<file path="config.mk">
export PLATFORM = sky130hd
export DESIGN_NAME = cmpc_top
export DESIGN_NICKNAME = d
export VERILOG_FILES = /design/src/common/cmpc_pkg.sv /design/src/common/cmpc_link_if.sv /design/src/cmpc_edge.sv /design/src/cmpc_hyst.sv /design/src/cmpc_top.sv
export SDC_FILE = /design/constraint.sdc
export NUM_CORES = 1
export LEC_CHECK = 0
export ABC_AREA = 1
export BUFFER_PORTS_ARGS = -buffer_cell sky130_fd_sc_hd__buf_2
export CAP_MARGIN = 20
export CORE_UTILIZATION = 48
export CTS_BUF_LIST = sky130_fd_sc_hd__clkbuf_16
export CTS_CLUSTER_SIZE = 16
export DETAILED_ROUTE_END_ITERATION = 16
export PLACE_DENSITY = 0.77
export SYNTH_ARGS = -nofsm -noshare
export SYNTH_HDL_FRONTEND = slang
export SYNTH_SLANG_ARGS = --single-unit
</file>
<file path="constraint.sdc">
create_clock -name clk_sys_i -period 2.9 [get_ports clk_sys_i]
set_input_delay 0.435 -clock clk_sys_i [delete_from_list [all_inputs] [get_ports clk_sys_i]]
set_output_delay 0.435 -clock clk_sys_i [all_outputs]
set_load 0.1 [all_outputs]
</file>
<file path="src/common/cmpc_pkg.sv">
// Constants, register layout and helpers for the comparator digital control block.
// Assumes an 8-bit special function register bus with a page selector and a 50 MHz system clock.
package cmpc_pkg;

    // Bus and register addresses.
    localparam logic [3:0] CMPC_PAGE_MAIN     = 4'h0;
    localparam logic [7:0] CMPC_ADDR_CONTROL  = 8'h9b;
    localparam logic [7:0] CMPC_ADDR_MODE     = 8'h9d;

    // Control register field positions.
    localparam int CMPC_CTL_EN_BIT    = 7;
    localparam int CMPC_CTL_OUT_BIT   = 6;
    localparam int CMPC_CTL_RIF_BIT   = 5;
    localparam int CMPC_CTL_FIF_BIT   = 4;
    localparam int CMPC_CTL_HYP_LSB   = 2;
    localparam int CMPC_CTL_HYN_LSB   = 0;

    // Mode register field positions and fixed bits.
    localparam int CMPC_MD_RIE_BIT    = 5;
    localparam int CMPC_MD_FIE_BIT    = 4;
    localparam int CMPC_MD_RESV_BIT   = 7;
    localparam int CMPC_MD_MODE_LSB   = 0;

    // Reset values.
    localparam logic [7:0] CMPC_CTL_RESET      = 8'h00;
    localparam logic [1:0] CMPC_MODE_RESET     = 2'h2;
    localparam logic [7:0] CMPC_UNMAPPED_READ  = 8'h00;

    // Analog input representation and hysteresis levels in millivolts.
    localparam int CMPC_MV_W = 12;
    localparam logic [CMPC_MV_W:0] CMPC_HYST_MV_1 = 13'h005;
    localparam logic [CMPC_MV_W:0] CMPC_HYST_MV_2 = 13'h00a;
    localparam logic [CMPC_MV_W:0] CMPC_HYST_MV_3 = 13'h014;

    // Maps a two-bit hysteresis selector to its level in millivolts.
    function automatic logic [CMPC_MV_W:0] cmpc_hyst_mv(input logic [1:0] sel);
        case (sel)
            2'h1:    cmpc_hyst_mv = CMPC_HYST_MV_1;
            2'h2:    cmpc_hyst_mv = CMPC_HYST_MV_2;
            2'h3:    cmpc_hyst_mv = CMPC_HYST_MV_3;
            default: cmpc_hyst_mv = 13'h000;
        endcase
    endfunction : cmpc_hyst_mv

endpackage : cmpc_pkg

</file>
<file path="src/common/cmpc_link_if.sv">
// Carrier between the hysteresis decision and the synchroniser/edge detector.
// Assumes both sides run in the system clock domain except the raw level.
`timescale 1ns/1ps
interface cmpc_link_if;
    logic raw;      // Unsynchronised comparator decision.
    logic latched;  // Raw result after the two-flop synchroniser.
    logic rise;     // One-cycle pulse on a latched 0-to-1 change.
    logic fall;     // One-cycle pulse on a latched 1-to-0 change.

    modport decide (output raw);
    modport track  (input raw, output latched, output rise, output fall);
    modport use_it (input raw, input latched, input rise, input fall);
endinterface : cmpc_link_if

</file>
<file path="src/cmpc_edge.sv">
// Synchroniser for the raw comparator result and edge detector on its output.
// Assumes the raw level may change at any time relative to the system clock.
`timescale 1ns/1ps
module cmpc_edge (
    // Clock and reset.
    input  wire logic clk_i,
    input  wire logic rst_n_i,
    // Raw in, latched and edges out.
    cmpc_link_if.track link
);
    logic meta_q;
    logic sync_q;
    logic prev_q;

    // Two flops for the asynchronous level, then one more to remember the previous value.
    always_ff @(posedge clk_i or negedge rst_n_i) begin
        if (!rst_n_i) begin
            meta_q <= 1'b0;
            sync_q <= 1'b0;
            prev_q <= 1'b0;
        end else begin
            meta_q <= link.raw;
            sync_q <= meta_q;
            prev_q <= sync_q;
        end
    end

    // Edges compare the latched output with its value one clock earlier.
    assign link.latched = sync_q;
    assign link.rise    = sync_q & ~prev_q;
    assign link.fall    = ~sync_q & prev_q;
endmodule : cmpc_edge

</file>
<file path="src/cmpc_hyst.sv">
// Digital decision of the comparator with selectable hysteresis.
// Assumes input voltages arrive as millivolt codes from the analog core.
`timescale 1ns/1ps
module cmpc_hyst
    import cmpc_pkg::*;
(
    // Clock and reset.
    input  wire logic                 clk_i,
    input  wire logic                 rst_n_i,
    // Configuration.
    input  wire logic                 enable_i,
    input  wire logic [1:0]           hyp_sel_i,
    input  wire logic [1:0]           hyn_sel_i,
    // Analog levels.
    input  wire logic [CMPC_MV_W-1:0] pos_mv_i,
    input  wire logic [CMPC_MV_W-1:0] neg_mv_i,
    // Raw result.
    cmpc_link_if.decide               link
);
    logic              state_q;
    logic [CMPC_MV_W:0] pos_ext;
    logic [CMPC_MV_W:0] neg_ext;
    logic               above;
    logic               below;

    // Threshold tests; each band edge moves by its own hysteresis.
    assign pos_ext = {1'b0, pos_mv_i};
    assign neg_ext = {1'b0, neg_mv_i};
    assign above   = pos_ext > (neg_ext + cmpc_hyst_mv(hyp_sel_i));
    assign below   = (pos_ext + cmpc_hyst_mv(hyn_sel_i)) < neg_ext;

    // The decision is combinational so it stays valid with the clock stopped; inside the band it holds.
    assign link.raw = enable_i & (above | (~below & state_q));

    // The held state only matters inside the band, so one clock of lag is harmless.
    always_ff @(posedge clk_i or negedge rst_n_i) begin
        if (!rst_n_i) begin
            state_q <= 1'b0;
        end else begin
            state_q <= link.raw;
        end
    end
endmodule : cmpc_hyst

</file>
<file path="src/cmpc_top.sv">
// Comparator digital control: registers, enable, hysteresis, synchroniser, edge flags and interrupt.
// Assumes a synchronous 8-bit register bus with page select and an analog core giving millivolt codes.
`timescale 1ns/1ps
module cmpc_top
    import cmpc_pkg::*;
(
    // Clock and reset.
    input  wire logic                 clk_sys_i,
    input  wire logic                 resetn_i,
    // Register bus.
    input  wire logic [3:0]           sfr_page_i,
    input  wire logic [7:0]           sfr_addr_i,
    input  wire logic                 sfr_wr_i,
    input  wire logic                 sfr_rd_i,
    input  wire logic [7:0]           sfr_wdata_i,
    output logic      [7:0]           sfr_rdata_o,
    output logic                      sfr_rvalid_o,
    // Analog core.
    input  wire logic [CMPC_MV_W-1:0] positive_compare_input_i,
    input  wire logic [CMPC_MV_W-1:0] negative_compare_input_i,
    output logic                      comparator_enable_o,
    output logic      [1:0]           response_time_mode_o,
    output logic      [1:0]           positive_hysteresis_select_o,
    output logic      [1:0]           negative_hysteresis_select_o,
    // Outputs and interrupt.
    output logic                      raw_compare_output_o,
    output logic                      latched_compare_output_o,
    input  wire logic                 irq_source_enable_i,
    input  wire logic                 global_irq_enable_i,
    output logic                      irq_o
);
    // Reset release synchroniser.
    logic rst_meta_q;
    logic rst_n_q;

    // Register state.
    logic       enable_q;
    logic       enable_d;
    logic [1:0] hyp_q;
    logic [1:0] hyp_d;
    logic [1:0] hyn_q;
    logic [1:0] hyn_d;
    logic       rise_flag_q;
    logic       rise_flag_d;
    logic       fall_flag_q;
    logic       fall_flag_d;
    logic       rise_ie_q;
    logic       rise_ie_d;
    logic       fall_ie_q;
    logic       fall_ie_d;
    logic [1:0] mode_q;
    logic [1:0] mode_d;
    logic [7:0] rdata_q;
    logic [7:0] rdata_d;
    logic       rvalid_q;

    // Decode and read mux.
    wire        page_hit;
    wire        hit_control;
    wire        hit_mode;
    wire        wr_control;
    wire        wr_mode;
    wire [7:0]  control_view;
    wire [7:0]  mode_view;

    cmpc_link_if link ();

    // The whole design leaves reset on a clean edge, while entering it asynchronously.
    always_ff @(posedge clk_sys_i or negedge resetn_i) begin
        if (!resetn_i) begin
            rst_meta_q <= 1'b0;
            rst_n_q    <= 1'b0;
        end else begin
            rst_meta_q <= 1'b1;
            rst_n_q    <= rst_meta_q;
        end
    end

    // Address decode on the fixed page.
    assign page_hit    = (sfr_page_i == CMPC_PAGE_MAIN);
    assign hit_control = page_hit && (sfr_addr_i == CMPC_ADDR_CONTROL);
    assign hit_mode    = page_hit && (sfr_addr_i == CMPC_ADDR_MODE);
    assign wr_control  = sfr_wr_i && hit_control;
    assign wr_mode     = sfr_wr_i && hit_mode;

    // Register views; reserved mode bit 7 reads one and unused bits read zero.
    assign control_view = {enable_q, link.latched, rise_flag_q, fall_flag_q, hyp_q, hyn_q};
    assign mode_view    = {1'b1, 1'b0, rise_ie_q, fall_ie_q, 2'b00, mode_q};

    // Next state of the control fields.
    assign enable_d = wr_control ? sfr_wdata_i[CMPC_CTL_EN_BIT] : enable_q;
    assign hyp_d    = wr_control ? sfr_wdata_i[CMPC_CTL_HYP_LSB +: 2] : hyp_q;
    assign hyn_d    = wr_control ? sfr_wdata_i[CMPC_CTL_HYN_LSB +: 2] : hyn_q;

    // A detected edge beats a coincident software write, so no event is lost.
    assign rise_flag_d = link.rise ? 1'b1 : (wr_control ? sfr_wdata_i[CMPC_CTL_RIF_BIT] : rise_flag_q);
    assign fall_flag_d = link.fall ? 1'b1 : (wr_control ? sfr_wdata_i[CMPC_CTL_FIF_BIT] : fall_flag_q);

    // Next state of the mode fields.
    assign rise_ie_d = wr_mode ? sfr_wdata_i[CMPC_MD_RIE_BIT] : rise_ie_q;
    assign fall_ie_d = wr_mode ? sfr_wdata_i[CMPC_MD_FIE_BIT] : fall_ie_q;
    assign mode_d    = wr_mode ? sfr_wdata_i[CMPC_MD_MODE_LSB +: 2] : mode_q;

    // Read data is captured on the strobe; unmapped addresses answer zero.
    assign rdata_d = !sfr_rd_i   ? rdata_q :
                     hit_control ? control_view :
                     hit_mode    ? mode_view : CMPC_UNMAPPED_READ;

    // Control register.
    always_ff @(posedge clk_sys_i or negedge rst_n_q) begin
        if (!rst_n_q) begin
            enable_q    <= CMPC_CTL_RESET[CMPC_CTL_EN_BIT];
            hyp_q       <= CMPC_CTL_RESET[CMPC_CTL_HYP_LSB +: 2];
            hyn_q       <= CMPC_CTL_RESET[CMPC_CTL_HYN_LSB +: 2];
            rise_flag_q <= CMPC_CTL_RESET[CMPC_CTL_RIF_BIT];
            fall_flag_q <= CMPC_CTL_RESET[CMPC_CTL_FIF_BIT];
        end else begin
            enable_q    <= enable_d;
            hyp_q       <= hyp_d;
            hyn_q       <= hyn_d;
            rise_flag_q <= rise_flag_d;
            fall_flag_q <= fall_flag_d;
        end
    end

    // Mode register and read port.
    always_ff @(posedge clk_sys_i or negedge rst_n_q) begin
        if (!rst_n_q) begin
            rise_ie_q <= 1'b0;
            fall_ie_q <= 1'b0;
            mode_q    <= CMPC_MODE_RESET;
            rdata_q   <= CMPC_UNMAPPED_READ;
            rvalid_q  <= 1'b0;
        end else begin
            rise_ie_q <= rise_ie_d;
            fall_ie_q <= fall_ie_d;
            mode_q    <= mode_d;
            rdata_q   <= rdata_d;
            rvalid_q  <= sfr_rd_i;
        end
    end

    // Raw decision with hysteresis.
    cmpc_hyst u_hyst (
        .clk_i     (clk_sys_i),
        .rst_n_i   (rst_n_q),
        .enable_i  (enable_q),
        .hyp_sel_i (hyp_q),
        .hyn_sel_i (hyn_q),
        .pos_mv_i  (positive_compare_input_i),
        .neg_mv_i  (negative_compare_input_i),
        .link      (link)
    );

    // Synchroniser and edge detector.
    cmpc_edge u_edge (
        .clk_i   (clk_sys_i),
        .rst_n_i (rst_n_q),
        .link    (link)
    );

    // Outputs to the analog core and the pins; the core shuts down while the enable is low.
    assign comparator_enable_o          = enable_q;
    assign response_time_mode_o         = mode_q;
    assign positive_hysteresis_select_o = hyp_q;
    assign negative_hysteresis_select_o = hyn_q;
    assign raw_compare_output_o         = link.raw;
    assign latched_compare_output_o     = link.latched;
    assign sfr_rdata_o                  = rdata_q;
    assign sfr_rvalid_o                 = rvalid_q;

    // Interrupt needs a flag with its enable, plus both outer enables.
    assign irq_o = ((rise_flag_q & rise_ie_q) | (fall_flag_q & fall_ie_q))
                   & irq_source_enable_i & global_irq_enable_i;

    // Cycles since reset release, so checks do not look back into reset.
    logic [1:0] age_q;
    always_ff @(posedge clk_sys_i or negedge rst_n_q) begin
        if (!rst_n_q) begin
            age_q <= 2'h0;
        end else if (age_q != 2'h3) begin
            age_q <= age_q + 2'h1;
        end
    end
endmodule : cmpc_top

</file>
==> results of run 1 <==
-- area by class of cell --
class | count | area, um^2 | area share
Inverter | 60 | 235 | 0.0640
Timing Repair Buffer | 128 | 811 | 0.220
Clock inverter | 1 | 3.75 | 0.00102
Sequential cell | 25 | 642 | 0.175
Multi-Input combinational cell | 259 | 1830 | 0.497
Clock buffer | 3 | 75.1 | 0.0204
Tap cell | 67 | 83.8 | 0.0228
-- metal layers --
layer | global-route usage | wire length, um | vias to the layer above
met2 | 0.458 | 3640 | 101
met5 | 0 | 0 | -
met1 | 0.316 | 3040 | 1250
met3 | 0.0261 | 377 | 8
li1 | - | - | 1379
met4 | 0.0620 | 80 | 0
-- registers in the layout, indices dropped and copies added (netlist names), 2 cells and up --
signal / count
response_time_mode_o: 2
sfr_rdata_o: 8
positive_hysteresis_select_o: 2
negative_hysteresis_select_o: 2
-- synth_stat cells (2+ instances only) --
master	n	area [um^2]
a21oi_1	19	95.1
a21oi_2	2	17.5
dfrtp_1	24	601
ha_1	31	388
inv_1	55	206
inv_2	5	18.8
mux2_2	4	45.0
nand2_1	93	349
nand2_2	9	56.3
nand3_1	17	85.1
nand4_1	7	43.8
nor2_1	20	75.1
nor2_2	2	12.5
nor2_4	3	33.8
nor3_1	5	25.0
o21ai_0	9	45.0
o21ai_1	5	25.0
o21ai_2	2	17.5
o31ai_1	3	22.5
xor2_1	11	96.3
-- worst paths after layout --
check	from	to	slack (ns)	depth (start not counted)
hold reg to reg	rst_meta_q$_DFF_PN0_	rst_n_q$_DFF_PN0_	0.37	0
max in group asynchronous	rst_n_q$_DFF_PN0_	negative_hysteresis_select_o[1]$_DFFE_PN0P_	1.86	0
hold / removal	sfr_rd_i	sfr_rvalid_o$_DFF_PN0_	0.37	1
setup / recovery	negative_hysteresis_select_o[0]$_DFFE_PN0P_	raw_compare_output_o	-0.76	25
setup reg to reg	negative_hysteresis_select_o[0]$_DFFE_PN0P_	u_edge.meta_q$_DFF_PN0_	-0.01	24
min in group asynchronous	rst_n_q$_DFF_PN0_	fall_ie_q$_DFFE_PN0P_	0.38	0
-- critical path, cell delays in order, from the launching register on --
cell     delay, ns
dfrtp_4       0.52
inv_4         0.09
nand2_2       0.07
nand2_1       0.08
nand2_1       0.06
inv_2         0.08
ha_4          0.13
inv_2         0.04
nand2_2       0.06
nand2_2       0.08
buf_4         0.14
buf_4         0.12
nand2_1       0.05
inv_1         0.04
ha_1          0.29
nand2_1       0.08
inv_1         0.04
o21ai_0       0.22
nand3_1       0.17
nand2_1       0.10
nand2_1       0.06
nand2_1       0.07
nand2_1       0.06
nand2_2       0.09
a21oi_4       0.06
buf_12        0.16
-- per-stage QoR --
step                cells  setup slack, ns  setup TNS [ns]
finish                543           -0.759          -0.773
detailed placement    522           -0.491          -0.491
global route          543           -0.906           -1.06
global placement      522           -0.381          -0.381
floorplan             346           -0.628           -1.01
CTS                   537           -0.617          -0.617
-- power groups by stage --
stage	logic, uW	registers [uW]	clock network, uW
5_1_grt	497	384	312
3_3_place_gp	391	387	0
4_1_cts	424	382	301
6_report	458	382	299
3_5_place_dp	403	388	0
2_1_floorplan	191	449	0
-- repair_timing --
item,in CTS,in global routing
gates resized for setup,29,27
hold endpoints to repair,2,0
setup endpoints to repair,1,2
hold buffers,1,0
setup buffers,10,6
pin swaps,20,39
-- kinds of logic after synthesis --
logic type,after synthesis,synth area share
DFF,25,0.257
and+or+nand+nor,162,0.302
buffers and inverters,62,0.0968
adders and majority gates,31,0.159
other,1,0.00154
xor gates and xnor gates,12,0.0430
AOI/OAI and AO/OA,49,0.122
muxes,4,0.0184
==> flow_summary.toml, run 1 <==
[status]
status = "finished with violations"
violations = "setup timing"

[sta]
hold_violations = 0
slew_headroom = 0.396
period_share = 1.26
fin_skew_ns = 0.00107
layout_setup_ws_ns = -0.759
period_needed_ns = 3.66
tightest_slew_ns = 0.906
fmax_mhz = 273
report.final.slew_viol_count = 0
setup_violations = 2
hold_ws_ns = 0.367
rsz0062_at_grt = "true"

[global_routing]
gr-total-overflow = 0
grt_pass1_wl_mm = 10.6
first_global_vias = 2509
grt_max_degree = 24
antenna_found_initial = 0
grt_usage = 0.251

[floorplanning]
die-area_um2 = 5380
die_x_um = 73.3
io_pins = 69
start_util = 0.507
num_rows = 25
core-area_um2 = 4820
fp.dieH_um = 73.3

[logic_synthesis]
yosysSeqAreaShare = 0.257
syn_area_per_cell_um2 = 7.06
syn_area_um2 = 2440
yosys_warnings = 0
async_reset_ff_frac = 1.00
netlist_instances = 346
synth_fp_nets = 427
synth_ff_type = "dfrtp_1"
synth.lib_cells_used.distinct = 40
ys_ff_latch = 25
synth_edf_count = 0

[pwr]
power_density_nw_per_um2 = 310
vdd_drop_max_mv = 0.213
pwr-share-clk = 0.262
switchingPower_uw = 412
power_uw = 1140
p_leak_uw = 0.00203
p_sw_frac = 0.361
seqPwrFrac = 0.335
combinationalPowerShare = 0.402
internal_power_uw = 727

[finish]
areaGrowthSynthToFinish_pct = 50.6
utilization = 0.763
drive_gt1_frac = 0.450
final_cell_area_um2 = 3680
layout_commonest_cell = "nand2_1"
n_fill_cell = 360
layout_common_cells = "nand2_1 (76), buf_2 (66), buf_4 (60), inv_1 (50), ha_1 (24)"
finalNetCount = 558
antenna_cells = 0

[route]
via_per_inst = 5.04
first_iter_violations = 132
drc = 0
vias = 2738
wl_mm = 7.13
routedWlPerCell_um = 13.1
drtPass1Iterations = 4
postRouteAntennaNets = 0

[worst_setup_path]
worstPathRequired_ns = 2.47
startpoint_type = "flip-flop"
critPathKind = "flip-flop to output port"
cp.arrival_ns = 3.22
critPathCaptureType = "output port"
crit_fanout = 5

[placement]
place.gp.congestion = 0.829
placed_cell_area_um2 = 3240
portBuffers = 67
place_hpwl_mm = 5.19

[cts]
numCtsBuffers = 3
clock_sinks = 25
root_buffer = "clkbuf_16"
cts.clk_slew.worst_paths_ns = 0.06
tritoncts = "built"
cts_buffer_depth = 2
clkLatencyLatePin_ns = 0.26
cts_max_level = 1

[job]
max_cap_viol_count = 0

[worst_hold_path]
min_path_type = "input pin to flip-flop"
(Power assumes the default switching activity.)
==> run 2, diff against run 1 <==
--- a/config.mk
+++ b/config.mk
@@ -8,11 +8,12 @@
 export ABC_AREA = 1
 export BUFFER_PORTS_ARGS = -buffer_cell sky130_fd_sc_hd__buf_2
 export CAP_MARGIN = 20
-export CORE_UTILIZATION = 48
+export CORE_MARGIN = 2
+export CORE_UTILIZATION = 41
 export CTS_BUF_LIST = sky130_fd_sc_hd__clkbuf_16
 export CTS_CLUSTER_SIZE = 16
 export DETAILED_ROUTE_END_ITERATION = 16
-export PLACE_DENSITY = 0.77
+export PLACE_DENSITY = 0.75
 export SYNTH_ARGS = -nofsm -noshare
 export SYNTH_HDL_FRONTEND = slang
 export SYNTH_SLANG_ARGS = --single-unit
==> flow_summary.toml, run 2 (same netlist as run 1, synthesis figures left out) <==
[status]
status = "finished with violations"
violations = "setup timing"

[pwr]
power_uw = 1160
internal_power_uw = 735
vdd_drop_max_mv = 0.274
switchingPower_uw = 426
combinationalPowerShare = 0.413
p_sw_frac = 0.367
p_leak_uw = 0.00213
pwr-share-clk = 0.260
power_density_nw_per_um2 = 304
seqPwrFrac = 0.327

[worst_setup_path]
worstReg2RegEnd = "u_edge.meta_q$_DFF_PN0_"
worstPathRequired_ns = 2.47
rrSetupSlack_ns = -0.14
cp.arrival_ns = 3.40
worstReg2RegStart = "positive_hysteresis_select_o[0]$_DFFE_PN0P_"
startpoint_type = "flip-flop"
rr_worst_depth = 20
critPathCaptureType = "output port"
crit_fanout = 5
critPathKind = "flip-flop to output port"

[floorplanning]
io_pins = 69
fp.dieH_um = 81.2
die_x_um = 81.2
core-area_um2 = 5850
num_rows = 28
die-area_um2 = 6590
start_util = 0.417

[sta]
tightest_slew_ns = 0.921
layout_setup_ws_ns = -0.937
report.final.slew_viol_count = 0
fmax_mhz = 261
hold_ws_ns = 0.367
fin_skew_ns = 0.00384
period_needed_ns = 3.84
fin_tns_setup_ns = -1.07
slew_headroom = 0.386
rsz0062_at_grt = "true"
setup_violations = 2
period_share = 1.32
hold_violations = 0

[route]
first_iter_violations = 177
routedWlPerCell_um = 14.8
postRouteAntennaNets = 0
wl_mm = 8.43
vias = 2953
drtPass1Iterations = 5
via_per_inst = 5.20
drc = 0

[cts]
clock_sinks = 25
clkLatencyLatePin_ns = 0.26
tritoncts = "built"
root_buffer = "clkbuf_16"
cts.clk_slew.worst_paths_ns = 0.06
numCtsBuffers = 3
cts_buffer_depth = 2
cts_max_level = 1

[finish]
drive_gt1_frac = 0.469
largest_reg_flops = 8
antenna_cells = 0
finalNetCount = 575
finalNonFillerCells = 568
utilization = 0.653
areaGrowthSynthToFinish_pct = 56.5
layout_common_cells = "nand2_1 (76), buf_4 (76), buf_2 (66), inv_1 (51), ha_1 (24)"

[worst_hold_path]
min_path_type = "input pin to flip-flop"
hold_depth = 1
hold-path-endpoint = "sfr_rvalid_o$_DFF_PN0_"
hold_path_startpoint = "sfr_rd_i"

[job]
max_cap_viol_count = 0

[placement]
dpl.cell_count = 533
portBuffers = 67
place.gp.congestion = 0.829
place_hpwl_mm = 5.32

[global_routing]
first_global_vias = 2819
grt_max_degree = 24
gr-total-overflow = 0
antenna_found_initial = 0
grt_pass1_wl_mm = 12.6
grt_usage = 0.248
==> run 2: cell types whose count changed in the layout (fill, tap and decap cells not counted), moves of 2 or more <==
cell	delta
ha_2	+2
nor2_4	-2
ha_4	-2
buf_4	+16
==> run 2: stage by stage <==
stage,setup slack (ns),area (um^2)
floorplan,-0.628,2490
global placement,-0.375,3270
detailed placement,-0.447,3270
CTS,-0.603,3680
global route,-1.02,3820
finish,-0.937,3820
==> run 2: worst max-delay path by stage <==
| stage | depth (start not counted) | end | startpoint | slack (ns) |
|---|---|---|---|---|
| 2_1_floorplan | 23 | raw_compare_output_o | positive_hysteresis_select_o[1]$_DFFE_PN0P_ | -0.63 |
| 3_3_place_gp | 21 | raw_compare_output_o | positive_hysteresis_select_o[1]$_DFFE_PN0P_ | -0.38 |
| 3_5_place_dp | 22 | raw_compare_output_o | positive_hysteresis_select_o[0]$_DFFE_PN0P_ | -0.45 |
| 4_1_cts | 21 | raw_compare_output_o | negative_hysteresis_select_o[0]$_DFFE_PN0P_ | -0.60 |
| 5_1_grt | 18 | raw_compare_output_o | positive_hysteresis_select_o[1]$_DFFE_PN0P_ | -1.02 |
| 6_report | 21 | raw_compare_output_o | positive_hysteresis_select_o[0]$_DFFE_PN0P_ | -0.94 |
==> run 2: repair_timing <==
action                                  CTS  global route
pin swaps                                18            24
gates cloned                              0             0
endpoints found under the setup margin    1             3
setup buffers                            34             4
gates resized for setup                  20            36
hold endpoints to repair                  2             0
hold buffers                              1             0
==> run 2: final cells by class <==
| cell class | count | area, um^2 |
|---|---|---|
| multi-input cells | 259 | 1830 |
| inverters | 60 | 233 |
| flip-flops and latches | 25 | 642 |
| fillers | 422 | 2030 |
| clock inverters | 1 | 3.75 |
| clock buffers | 3 | 75.1 |
| repair buffers | 145 | 942 |
| well taps | 75 | 93.8 |
==> run 2: worst max-delay path, cell delays in order, from the launching register on <==
cell and delay [ns]:
dfrtp_4 0.53, inv_4 0.10, nand2_2 0.06, nand2_1 0.07, nand2_1 0.06, inv_2 0.07, ha_4 0.12, inv_2 0.04
nand2_4 0.07, nand2_4 0.08, a21boi_4 0.23, nand3_2 0.14, nand2_2 0.10, xor2_1 0.19, ha_1 0.29, nand2_2 0.10
buf_4 0.12, nor4_2 0.04, a21oi_1 0.21, nand2_2 0.13, a21oi_4 0.19, buf_12 0.19
==> run 2: power by group through the flow <==
stage                     Sequential, uW  Combinational [uW]  Clock (uW)
after global routing                 382                 521         321
final                                380                 479         301
after floorplan                      449                 191           0
after global placement               385                 397           0
after CTS                            379                 430         304
after detailed placement             385                 408           0
==> run 2: metal layers <==
metal  wire (um)  up-vias  global-route usage  part of all wire
met5           0        -                   0                 0
met2        4120      124               0.457              0.49
li1            -     1413                   -                 -
met1        3390     1379               0.299              0.40
met4         420        0              0.0780             0.050
met3         499       37              0.0278             0.059
